## src/rtl/trigger_ctrl_reg_pkg.sv

```systemverilog
// Constants, register map and state carriers of the converter control block
package trigger_ctrl_reg_pkg;

	// ----------------------------------------------------------------
	// Register byte offsets on the processor bus
	// ----------------------------------------------------------------
	localparam logic [3:0] OFS_RESULT_CH0_HI = 4'h0;
	localparam logic [3:0] OFS_RESULT_CH0_LO = 4'h1;
	localparam logic [3:0] OFS_RESULT_CH1_HI = 4'h2;
	localparam logic [3:0] OFS_RESULT_CH1_LO = 4'h3;
	localparam logic [3:0] OFS_RESULT_CH2_HI = 4'h4;
	localparam logic [3:0] OFS_RESULT_CH2_LO = 4'h5;
	localparam logic [3:0] OFS_RESULT_CH3_HI = 4'h6;
	localparam logic [3:0] OFS_RESULT_CH3_LO = 4'h7;
	localparam logic [3:0] OFS_CTRL_STATUS = 4'h8;
	localparam logic [3:0] OFS_TRIGGER_CTRL = 4'h9;
	localparam logic [7:0] UNMAPPED_READ = 8'hff;

	// ----------------------------------------------------------------
	// Control/status and trigger control fields
	// ----------------------------------------------------------------
	localparam int BIT_DONE_FLAG = 7;
	localparam int BIT_IRQ_ENABLE = 6;
	localparam int BIT_START = 5;
	localparam int BIT_SCAN = 4;
	localparam int BIT_TIME_SEL = 3;
	localparam int BIT_TRIG_ENABLE = 7;
	localparam logic [5:0] TRIG_RSVD_ONES = 6'h3f;

	// ----------------------------------------------------------------
	// Result layout and reset values
	// ----------------------------------------------------------------
	localparam int NUM_CHANNELS = 4;
	localparam int RESULT_BITS = 10;
	localparam int RESULT_LSB = 6;
	localparam logic [15:0] RESULT_RESET = 16'h0000;
	localparam logic [7:0] TEMP_RESET = 8'h00;

	// ----------------------------------------------------------------
	// Conversion times in states; one state is one clock period
	// ----------------------------------------------------------------
	localparam int STATE_NS = 50;
	localparam int CLOCK_NS = 50;
	localparam int FIRST_SLOW_STATES = 134;
	localparam int FIRST_FAST_STATES = 70;
	localparam int NEXT_SLOW_STATES = 128;
	localparam int NEXT_FAST_STATES = 66;
	localparam int TIME_W = 8;
	localparam logic [TIME_W-1:0] FIRST_SLOW_CYC =
		TIME_W'((FIRST_SLOW_STATES * STATE_NS) / CLOCK_NS);
	localparam logic [TIME_W-1:0] FIRST_FAST_CYC =
		TIME_W'((FIRST_FAST_STATES * STATE_NS) / CLOCK_NS);
	localparam logic [TIME_W-1:0] NEXT_SLOW_CYC =
		TIME_W'((NEXT_SLOW_STATES * STATE_NS + CLOCK_NS - 1) / CLOCK_NS);
	localparam logic [TIME_W-1:0] NEXT_FAST_CYC =
		TIME_W'((NEXT_FAST_STATES * STATE_NS + CLOCK_NS - 1) / CLOCK_NS);

	// ----------------------------------------------------------------
	// State carriers
	// ----------------------------------------------------------------
	typedef enum logic {SEQ_IDLE, SEQ_RUN} trigger_ctrl_reg_seq_e;

	typedef struct packed {
		logic done_flag;
		logic irq_enable;
		logic start;
		logic scan;
		logic time_sel;
		logic [2:0] chan_sel;
	} trigger_ctrl_reg_csr_s;

	typedef struct packed {
		logic busy;
		logic [TIME_W-1:0] count;
	} trigger_ctrl_reg_timer_s;

endpackage

```

## src/rtl/trigger_ctrl_reg_conv_timer.sv

```systemverilog
// Conversion period timer: times one conversion and pulses at its end
`timescale 1ns/1ns
module trigger_ctrl_reg_conv_timer
	import trigger_ctrl_reg_pkg::*;
(
	input wire logic clock,
	input wire logic rst_n,
	input wire logic start,
	input wire logic abort,
	input wire logic [TIME_W-1:0] length,
	output logic busy,
	output logic done
);

	trigger_ctrl_reg_timer_s s;
	trigger_ctrl_reg_timer_s next_s;

	// ----------------------------------------------------------------
	// Countdown; done fires length cycles after the start cycle
	// ----------------------------------------------------------------
	always_comb
	begin
		next_s = s;
		// Done is pure state: the abort path depends on done, so no feedback
		done = s.busy && (s.count == '0);
		if (start)
		begin
			next_s.busy = 1'b1;
			next_s.count = length - TIME_W'(1);
		end
		else if (abort || done)
		begin
			next_s.busy = 1'b0;
			next_s.count = '0;
		end
		else if (s.busy)
		begin
			next_s.count = s.count - TIME_W'(1);
		end
	end

	always_ff @(posedge clock or negedge rst_n)
	begin
		if (!rst_n)
		begin
			s <= '0;
		end
		else
		begin
			s <= next_s;
		end
	end

	assign busy = s.busy;

endmodule

```

## src/rtl/trigger_ctrl_reg_control_result_regs.sv

```systemverilog
// Converter control, status and result registers behind the 8-bit processor bus
//
// Summary of operation
// - Four read-only 16-bit result registers, one per analog channel.
// - Result sits in bits 15..6; bits 5..0 always read zero.
// - High byte read directly; low byte read from a temporary latch.
// - Reading a high byte copies that register's low byte into the latch.
// - Reset clears every result register to zero.
// - Channels 0..3 write result registers ch0..ch3 respectively.
// - Done flag sets at single conversion end or scan group end.
// - Done flag clears only by writing 0 after reading 1; resets 0.
// - Interrupt enable set: done flag raises the interrupt request.
// - Writing start begins conversion; single mode clears start at end.
// - Scan keeps converting until start cleared by software, reset, standby.
// - Mode bit: 0 single, 1 scan; resets to 0.
// - Time select: 134 states max when 0, 70 states when 1.
// - Single mode: low two channel bits pick channel 0 to 3.
// - Scan mode: group is channel 0 up to encoded channel; bit 2 ignored.
// - External trigger pin can start conversion besides software.
// - With trigger enabled, a falling edge on the pin sets start.
// - Scan restarts at group's first channel after setting the flag.
// - Later scan conversions take 128 states slow, 66 states fast.
`timescale 1ns/1ns
module trigger_ctrl_reg_control_result_regs
	import trigger_ctrl_reg_pkg::*;
#(
	parameter int CHANNELS = NUM_CHANNELS,
	parameter int DATA_BITS = RESULT_BITS
)
(
	input wire logic clock,
	input wire logic rst_n,
	input wire logic [3:0] bus_addr,
	input wire logic bus_rd,
	input wire logic bus_wr,
	input wire logic [7:0] bus_wdata,
	output logic [7:0] bus_rdata,
	input wire logic standby,
	input wire logic ext_convert_trigger_n,
	input wire logic [DATA_BITS-1:0] conv_value,
	output logic [1:0] conv_channel,
	output logic conv_sample,
	output logic conv_busy,
	output logic conversion_done_irq
);

	// ----------------------------------------------------------------
	// State
	// ----------------------------------------------------------------
	typedef struct packed {
		trigger_ctrl_reg_csr_s csr;
		logic ext_trigger_enable;
		logic trig_rsvd0;
		logic flag_read_armed;
		trigger_ctrl_reg_seq_e seq;
		logic first;
		logic [1:0] chan;
		logic [CHANNELS-1:0][15:0] result;
		logic [7:0] temp_lo;
		logic [7:0] rdata;
		logic trg_s1;
		logic trg_s2;
		logic trg_s3;
	} trigger_ctrl_reg_state_s;

	trigger_ctrl_reg_state_s s;
	trigger_ctrl_reg_state_s next_s;

	logic timer_start;
	logic timer_abort;
	logic [TIME_W-1:0] timer_len;
	logic timer_busy;
	logic timer_done;
	logic trig_fall;
	logic [1:0] last_chan;
	logic [7:0] csr_byte;
	logic [7:0] trig_byte;
	logic start_rise;
	logic [15:0] new_result;

	// ----------------------------------------------------------------
	// Conversion timer
	// ----------------------------------------------------------------
	trigger_ctrl_reg_conv_timer u_timer (
		.clock(clock),
		.rst_n(rst_n),
		.start(timer_start),
		.abort(timer_abort),
		.length(timer_len),
		.busy(timer_busy),
		.done(timer_done)
	);

	// ----------------------------------------------------------------
	// Next-state logic
	// ----------------------------------------------------------------
	always_comb
	begin
		next_s = s;
		timer_start = 1'b0;
		timer_abort = 1'b0;
		timer_len = FIRST_SLOW_CYC;
		start_rise = 1'b0;
		new_result = RESULT_RESET;
		csr_byte = s.csr;
		trig_byte = {s.ext_trigger_enable, TRIG_RSVD_ONES, s.trig_rsvd0};

		// Pin passes two flops; the edge is taken between the second and third
		next_s.trg_s1 = ext_convert_trigger_n;
		next_s.trg_s2 = s.trg_s1;
		next_s.trg_s3 = s.trg_s2;
		trig_fall = s.ext_trigger_enable && s.trg_s3 && !s.trg_s2;

		// Scan group runs from channel 0 up to the encoded one
		last_chan = s.csr.chan_sel[1:0];

		// ------------------------------------------------------------
		// Bus reads: data is registered, valid the cycle after bus_rd
		// ------------------------------------------------------------
		if (bus_rd)
		begin
			next_s.rdata = UNMAPPED_READ;
			case (bus_addr)
				OFS_RESULT_CH0_HI, OFS_RESULT_CH1_HI,
				OFS_RESULT_CH2_HI, OFS_RESULT_CH3_HI:
				begin
					next_s.rdata = s.result[bus_addr[2:1]][15:8];
					next_s.temp_lo = s.result[bus_addr[2:1]][7:0];
				end
				OFS_RESULT_CH0_LO, OFS_RESULT_CH1_LO,
				OFS_RESULT_CH2_LO, OFS_RESULT_CH3_LO:
				begin
					// Stale unless the high byte was read first
					next_s.rdata = s.temp_lo;
				end
				OFS_CTRL_STATUS:
				begin
					next_s.rdata = csr_byte;
					if (s.csr.done_flag)
					begin
						next_s.flag_read_armed = 1'b1;
					end
				end
				OFS_TRIGGER_CTRL:
				begin
					next_s.rdata = trig_byte;
				end
				default:
				begin
					next_s.rdata = UNMAPPED_READ;
				end
			endcase
		end

		// ------------------------------------------------------------
		// Bus writes; result registers ignore writes
		// ------------------------------------------------------------
		if (bus_wr)
		begin
			case (bus_addr)
				OFS_CTRL_STATUS:
				begin
					if (s.flag_read_armed && !bus_wdata[BIT_DONE_FLAG])
					begin
						next_s.csr.done_flag = 1'b0;
					end
					next_s.flag_read_armed = 1'b0;
					next_s.csr.irq_enable = bus_wdata[BIT_IRQ_ENABLE];
					next_s.csr.start = bus_wdata[BIT_START];
					next_s.csr.scan = bus_wdata[BIT_SCAN];
					next_s.csr.time_sel = bus_wdata[BIT_TIME_SEL];
					next_s.csr.chan_sel = bus_wdata[2:0];
				end
				OFS_TRIGGER_CTRL:
				begin
					next_s.ext_trigger_enable = bus_wdata[BIT_TRIG_ENABLE];
					next_s.trig_rsvd0 = bus_wdata[0];
				end
				default:
				begin
				end
			endcase
		end

		// The trigger edge sets start just as a software write would
		if (trig_fall)
		begin
			next_s.csr.start = 1'b1;
		end

		// Standby stops a scan in progress
		if (standby)
		begin
			next_s.csr.start = 1'b0;
		end

		// ------------------------------------------------------------
		// End of one channel's conversion
		// ------------------------------------------------------------
		if (timer_done && s.seq == SEQ_RUN)
		begin
			new_result = {conv_value, RESULT_LSB'(0)};
			next_s.result[s.chan] = new_result;
			next_s.first = 1'b0;
			if (!s.csr.scan)
			begin
				// Set wins over a clear landing in the same cycle
				next_s.csr.done_flag = 1'b1;
				next_s.csr.start = 1'b0;
				next_s.seq = SEQ_IDLE;
			end
			else
			begin
				if (s.chan >= last_chan)
				begin
					next_s.csr.done_flag = 1'b1;
					next_s.chan = 2'h0;
				end
				else
				begin
					next_s.chan = s.chan + 2'h1;
				end
				if (next_s.csr.start)
				begin
					timer_start = 1'b1;
					timer_len = s.csr.time_sel ? NEXT_FAST_CYC : NEXT_SLOW_CYC;
				end
			end
		end

		// ------------------------------------------------------------
		// Start and stop of a conversion run
		// ------------------------------------------------------------
		start_rise = next_s.csr.start && s.seq == SEQ_IDLE;
		if (start_rise)
		begin
			next_s.seq = SEQ_RUN;
			next_s.first = 1'b1;
			next_s.chan = next_s.csr.scan ? 2'h0 : next_s.csr.chan_sel[1:0];
			timer_start = 1'b1;
			timer_len = next_s.csr.time_sel ? FIRST_FAST_CYC : FIRST_SLOW_CYC;
		end
		else if (!next_s.csr.start && s.seq == SEQ_RUN)
		begin
			// A cleared start bit drops the running conversion unwritten
			timer_start = 1'b0;
			timer_abort = 1'b1;
			next_s.seq = SEQ_IDLE;
			next_s.first = 1'b0;
		end
	end

	// ----------------------------------------------------------------
	// State register
	// ----------------------------------------------------------------
	always_ff @(posedge clock or negedge rst_n)
	begin
		if (!rst_n)
		begin
			s <= '0;
			s.seq <= SEQ_IDLE;
			s.temp_lo <= TEMP_RESET;
			s.rdata <= TEMP_RESET;
			s.trg_s1 <= 1'b1;
			s.trg_s2 <= 1'b1;
			s.trg_s3 <= 1'b1;
		end
		else
		begin
			s <= next_s;
		end
	end

	// ----------------------------------------------------------------
	// Outputs
	// ----------------------------------------------------------------
	assign bus_rdata = s.rdata;
	assign conv_channel = s.chan;
	assign conv_sample = timer_start;
	assign conv_busy = timer_busy;
	assign conversion_done_irq = s.csr.done_flag && s.csr.irq_enable;

endmodule

```

## config.mk

```make
export PLATFORM = sky130hd
export DESIGN_NAME = trigger_ctrl_reg_control_result_regs
export DESIGN_NICKNAME = d
export VERILOG_FILES = /design/src/rtl/trigger_ctrl_reg_pkg.sv /design/src/rtl/trigger_ctrl_reg_conv_timer.sv /design/src/rtl/trigger_ctrl_reg_control_result_regs.sv
export SDC_FILE = /design/constraint.sdc
export NUM_CORES = 1
export LEC_CHECK = 0
export CAP_MARGIN = 40
export CORE_UTILIZATION = 63
export DETAILED_ROUTE_END_ITERATION = 10
export DONT_BUFFER_PORTS = 1
export PLACE_DENSITY = 0.79
export SLEW_MARGIN = 15
export SYNTH_ARGS = -nofsm -noshare
export SYNTH_HDL_FRONTEND = slang
export SYNTH_SLANG_ARGS = --single-unit
```

## constraint.sdc

```tcl
create_clock -name clock -period 3 [get_ports clock]
set_input_delay 0.15 -clock clock [delete_from_list [all_inputs] [get_ports clock]]
set_output_delay 0.15 -clock clock [all_outputs]
set_load 0.02 [all_outputs]
```

==> results of run 1 <==
[report_power, final]
group	switching, mW	internal, mW
registers	0.200	1.59
clock network	0.498	0.341
logic	0.370	0.350
[routing by layer]
layer / share of wire [%] / routed length, um / up-vias
li1: - / - / 1449
met1: 44 / 4370 / 1599
met2: 50 / 5000 / 91
met3: 5.4 / 541 / 11
met4: 1.3 / 135 / 0
met5: 0 / 0 / -
[layout make-up]
class                           count  area, um^2
Sequential cell                   106        2660
Clock inverter                      6        53.8
Inverter                           14        52.6
Tap cell                          102         128
Timing Repair Buffer               28         288
Fill cell                         553        2260
Clock buffer                       10         138
Multi-Input combinational cell    247        2190
[critical path: stages, from the launching register on]
cell	delay [ns]
dfrtp_1	0.40
inv_1	0.13
ha_1	0.18
nor4b_2	0.31
nand3_1	0.20
nor2_4	0.12
nand2_1	0.09
nor3_1	0.23
ha_1	0.28
nor2_1	0.19
a31oi_1	0.08
a21oi_1	0.23
o311a_1	0.19
[cell usage in the layout, fill, tap and decap left out, types with 4 or more instances in the layout]
master         synthesis  final
buf_4                 10      4
a21oi_1               16     16
dfrtp_1              103    103
clkbuf_8               0     10
o21ai_0               14     14
mux4_1                 4      4
ha_1                  10     10
and2_1                26     26
nand2_1               18     18
mux4_2                13     13
inv_1                 14     14
o22a_1                 6      6
nand2_2                4      4
dlygate4sd3_1          0     23
nand3_1                7      7
mux2_2                56     56
nor3_1                 6      6
nor2_1                16     16
[metrics by stage]
stage	instance area, um^2	hold WS, ns	setup slack [ns]	std cells	power [mW]
after floorplan	5100	-0.146	0.271	399	2.34
after global placement	5050	-0.143	0.338	473	2.42
after detailed placement	5050	-0.142	0.164	473	2.45
after global routing	5510	0.0196	0.0102	513	3.54
after CTS	5500	0.00469	0.163	513	3.36
final	5510	0.0252	0.303	513	3.35
[final timing paths]
check                                to  slack (ns)  depth (start not counted)
min reg2reg                   next_s[0]        0.37                          0
max in group asynchronous     next_s[1]        2.21                          2
min in group asynchronous   csr_byte[7]        0.40                          2
min                        bus_rdata[0]        0.03                          2
max reg2reg                u_timer.s[2]        0.30                         12
max                        u_timer.s[2]        0.30                         12
[repair_timing]
action	CTS	global route
hold buffers	24	0
endpoints found under the hold margin	164	0
gates resized for setup	0	1
endpoints found under the setup margin	0	5
[logic make-up after synthesis]
family,count (synthesis),share of synthesized area [%]
flops,106,52.1
xor+xnor,2,0.344
compound gates,66,9.27
simple gates,96,10.6
mux,73,20.2
buf+inv,46,5.10
fa+ha+maj,10,2.45
==> qor.txt, run 1 <==
========================================================================================
Vias post-DR                                                                       3,150
Final Hold Viols                                                                       0
Met3 Resource Use GR                                                               6.22%
Number of DRC violations after detailed routing                                        0
Placeable Area                                                                 7770 um^2
Worst-skew pair later-pin latency                                                0.37 ns
Critical path origin                                                        u_timer.s[0]
Setup Fix Bufs, Post-CTS                                                               0
Number of buffers inserted by port buffering                                           0
First-pass GRT wire length                                                     16,900 um
Min Tclk post-route                                                              2.70 ns
Maximum vdd ir drop                                                             0.409 mV
Clock tree from TritonCTS                                                          built
WL/cell                                                                          19.6 um
Portion of the clock cycle consumed by the worst path in the final layout          89.9%
Most repeated cell in the gate-level netlist after synthesis                     dfrtp_1
Hold Startpoint                                                              bus_addr[3]
Global placement routability congestion                                            0.881
1st-iter DRT viols                                                                   234
GRT busiest layer                                                                   met2
Count of maximum capacitance violations                                                0
Transition time of the tightest slew-check pin                                  0.609 ns
Initial antenna violation count                                                        0
Met2 Track Usage GR                                                                43.8%
Worst slew margin relative to its limit                                            59.2%
Pins Over Slew Limit                                                                   0
Number of nets still failing antenna checks after routing                              0
CP Capture Type                                                                     flop
Die outline area                                                               8460 um^2
Synthesized net count                                                                437
Number of buffers on the longest clock path                                            2
Maximum frequency from static timing analysis                                    371 MHz
Synth top area cells                                                        dfrtp_1 (51%), mux2_2 (12%), mux4_2 (5.7%)
Worst-path fanout max                                                                  5
Classification of the worst-slack hold path                                 input port to flop
Final Setup Violations                                                                 0
Clock tree root driver cell                                                     clkbuf_8
GRT Residual Overflow                                                                  0
# diodes                                                                               0
Number of sinks handled by clock tree synthesis                                      106
Combined area of all synthesized cells                                         5100 um^2
Type of element launching the critical path                                         flop
Wirelength, routed                                                             10,000 um
Pre-Repair DR Iteration Count                                                          4
Pleak                                                                            2.42 nW
Post-Synthesis Mean Instance Area                                              12.8 um^2
Run status                                                                  finished clean
Setup TNS                                                                           0 ns
Req. time, crit path                                                             3.31 ns
Vias per Instance                                                                   6.14
Starting utilization of the core area                                              65.7%
Pin count of the biggest net entering global routing                                 107
Most common library cells after synthesis                                   dfrtp_1 (103), mux2_2 (56), and2_1 (26)
H-tree depth reported by CTS                                                           3
Crit Path Class                                                             flop to flop
Cell taking the most area after synthesis                                        dfrtp_1
Number of synthesized register bits                                                  106
Row count                                                                             32
Count of distinct cell types in the synthesized netlist                               55
EDFF count, synth                                                                      0
RSZ-0062 raised after global routing                                                  no
Via count of the first global-routing pass                                         3,293
Area share of the largest cell type after synthesis                                50.5%
Setup skew after layout                                                       0.00999 ns
Sequential area share after synthesis                                              52.1%
Share of final-layout standard cells stronger than drive strength 1                26.0%
Critical Path AT                                                                 3.00 ns
Die outline width                                                                92.0 um
Mapped Cells                                                                         399
Global-route met1 utilization                                                      35.4%
Clock-pin slew of the registers on the worst-case setup and hold paths           0.10 ns
Most instantiated flip-flop cell in the synthesis netlist                        dfrtp_1
Total power per unit cell area                                               608 nW/um^2
Height of the chip                                                               92.0 um
YS warnings                                                                            0
Number of buffers created by CTS                                                       9
Layout overhead on the synthesized area                                            7.95%
Num ports                                                                             41
Placed wire-length estimate after detailed placement                             6660 um
Global router's overall resource usage                                             26.6%
Utilization after layout                                                           70.9%
Reg-to-reg critical path startpoint                                         u_timer.s[0]
Final nets                                                                           444
Fraction of registers with async set or reset after synthesis                       100%
========================================================================================
Power figures use the tool's default switching activity.
==> run 2, diff against run 1 <==
--- a/config.mk
+++ b/config.mk
@@ -6,10 +6,12 @@
 export NUM_CORES = 1
 export LEC_CHECK = 0
 export CAP_MARGIN = 40
+export CORE_ASPECT_RATIO = 1.1
 export CORE_UTILIZATION = 63
 export DETAILED_ROUTE_END_ITERATION = 10
 export DONT_BUFFER_PORTS = 1
 export PLACE_DENSITY = 0.79
+export SKIP_LAST_GASP = 1
 export SLEW_MARGIN = 15
 export SYNTH_ARGS = -nofsm -noshare
 export SYNTH_HDL_FRONTEND = slang
==> qor.txt, run 2 (same netlist as run 1, synthesis figures left out) <==
========================================================================================
Number of buffers created by CTS                                                       9
Num ports                                                                             41
Portion of the clock cycle consumed by the worst path in the final layout          90.4%
Most frequent cells in the layout                                           dfrtp_1 (103), mux2_2 (56), and2_1 (26)
Setup TNS                                                                           0 ns
Count of maximum capacitance violations                                                0
Pleak                                                                            2.41 nW
Share of final-layout standard cells stronger than drive strength 1                25.8%
Initial antenna violation count                                                        0
Utilization after layout                                                           69.8%
Die outline width                                                                87.8 um
1st-iter DRT viols                                                                   153
Number of buffers on the longest clock path                                            2
Pins Over Slew Limit                                                                   0
Worst-path fanout max                                                                  5
# fillers                                                                            560
Maximum vdd ir drop                                                             0.305 mV
H-tree depth reported by CTS                                                           3
Die outline area                                                               8460 um^2
First-pass GRT wire length                                                     15,600 um
Wirelength, routed                                                               9920 um
Vias post-DR                                                                       3,118
Run status                                                                  finished clean
Type of element launching the critical path                                         flop
Placeable Area                                                                 7870 um^2
Min Tclk post-route                                                              2.71 ns
Via count of the first global-routing pass                                         3,062
Vias per Instance                                                                   6.01
Clock tree root driver cell                                                     clkbuf_8
# diodes                                                                               0
Transition time of the tightest slew-check pin                                  0.536 ns
Maximum frequency from static timing analysis                                    369 MHz
Crit Path Class                                                             flop to flop
Placed wire-length estimate after detailed placement                             6400 um
Starting utilization of the core area                                              64.8%
Clock tree from TritonCTS                                                          built
Number of DRC violations after detailed routing                                        0
Most common library cell in the layout ignoring fill and taps                    dfrtp_1
Clock-pin slew of the registers on the worst-case setup and hold paths           0.10 ns
Total power per unit cell area                                               598 nW/um^2
Register-to-register path setup slack                                            0.29 ns
CP Capture Type                                                                     flop
Worst-skew pair later-pin latency                                                0.36 ns
Number of buffers inserted by port buffering                                           0
Row count                                                                             34
Layout overhead on the synthesized area                                            7.78%
Classification of the worst-slack hold path                                 input port to flop
Final Hold Viols                                                                       0
Number of sinks handled by clock tree synthesis                                      106
RSZ-0062 raised after global routing                                                  no
Global placement routability congestion                                            0.876
Number of nets still failing antenna checks after routing                              0
Setup skew after layout                                                       0.00951 ns
WL/cell                                                                          19.1 um
Pre-Repair DR Iteration Count                                                          4
Height of the chip                                                               96.4 um
Final Setup Violations                                                                 0
Final nets                                                                           444
Req. time, crit path                                                             3.25 ns
Pin count of the biggest net entering global routing                                 107
Worst slew margin relative to its limit                                            64.1%
Critical Path AT                                                                 2.96 ns
Global router's overall resource usage                                             25.0%
Final Power                                                                      3.29 mW
GRT Residual Overflow                                                                  0
========================================================================================
-- run 2: cell types whose count changed in the layout (fill, tap and decap cells not counted) --
cell | before | now
clkinv_2 | 0 | 2
clkbuf_1 | 0 | 2
buf_4 | 4 | 5
dlygate4sd3_1 | 23 | 22
clkinv_4 | 1 | 0
inv_6 | 3 | 1
nor3_2 | 1 | 0
inv_8 | 1 | 0
nor3_4 | 0 | 1
-- run 2: final cells by class --
type	instances	area, um^2	area share, %
Clock buffer	12	145	2.64
Sequential cell	106	2660	48.3
Clock inverter	4	26.3	0.478
Multi-Input combinational cell	247	2200	40.0
Tap cell	108	135	2.46
Timing Repair Buffer	28	285	5.19
Inverter	14	52.6	0.956
-- run 2: layer usage --
metal / routed length, um / up-vias / global-route usage (%)
met2: 4830 / 60 / 40.1
met3: 396 / 13 / 4.46
met4: 164 / 0 / 10.2
met5: 0 / - / 0
met1: 4520 / 1591 / 34.0
li1: - / 1454 / -
-- run 2: critical path: stages, from the launching register on --
cell and delay, ns:
dfrtp_1 0.40, inv_1 0.13, ha_1 0.17, nor4b_2 0.28
nand3_1 0.20, nor2_4 0.13, nand2_1 0.09, nor3_1 0.26
ha_1 0.21, inv_1 0.07, ha_1 0.22, a32oi_1 0.22
o32ai_1 0.10, o311a_1 0.13
-- run 2: path summary, 6_finish.rpt --
| kind | start | endpoint | depth (start not counted) |
|---|---|---|---|
| min in group asynchronous | rst_n | bus_rdata[6] | 2 |
| max in group asynchronous | rst_n | async pin | 2 |
| worst max register to register | u_timer.s[0] | u_timer.s[7] | 13 |
| worst max-delay path | u_timer.s[0] | u_timer.s[7] | 13 |
| worst min-delay path | bus_rd | bus_rdata[2] | 3 |
| worst min register to register | next_s[1] | next_s[0] | 0 |
-- run 2: stage by stage --
stage | instance area, um^2 | worst slack, ns | instances | hold slack [ns]
floorplan | 5100 | 0.271 | 399 | -0.146
global placement | 5060 | 0.356 | 480 | -0.143
detailed placement | 5060 | 0.167 | 480 | -0.142
CTS | 5480 | 0.146 | 519 | 0.00608
global route | 5500 | 0.0279 | 519 | 0.0200
finish | 5500 | 0.288 | 519 | 0.00941
-- run 2: timing repair --
item,CTS,global route
hold endpoints to repair,164,0
buffers inserted,0,0
endpoints found under the setup margin,0,5
resized for setup,0,2
hold buffers,23,0
-- run 2: power breakdown --
group / internal [mW] / leakage (nW) / switching, mW
Clock: 0.326 / 0.0868 / 0.466
Sequential: 1.59 / 1.32 / 0.203
Combinational: 0.351 / 1.01 / 0.353
Total: 2.26 / 2.41 / 1.02
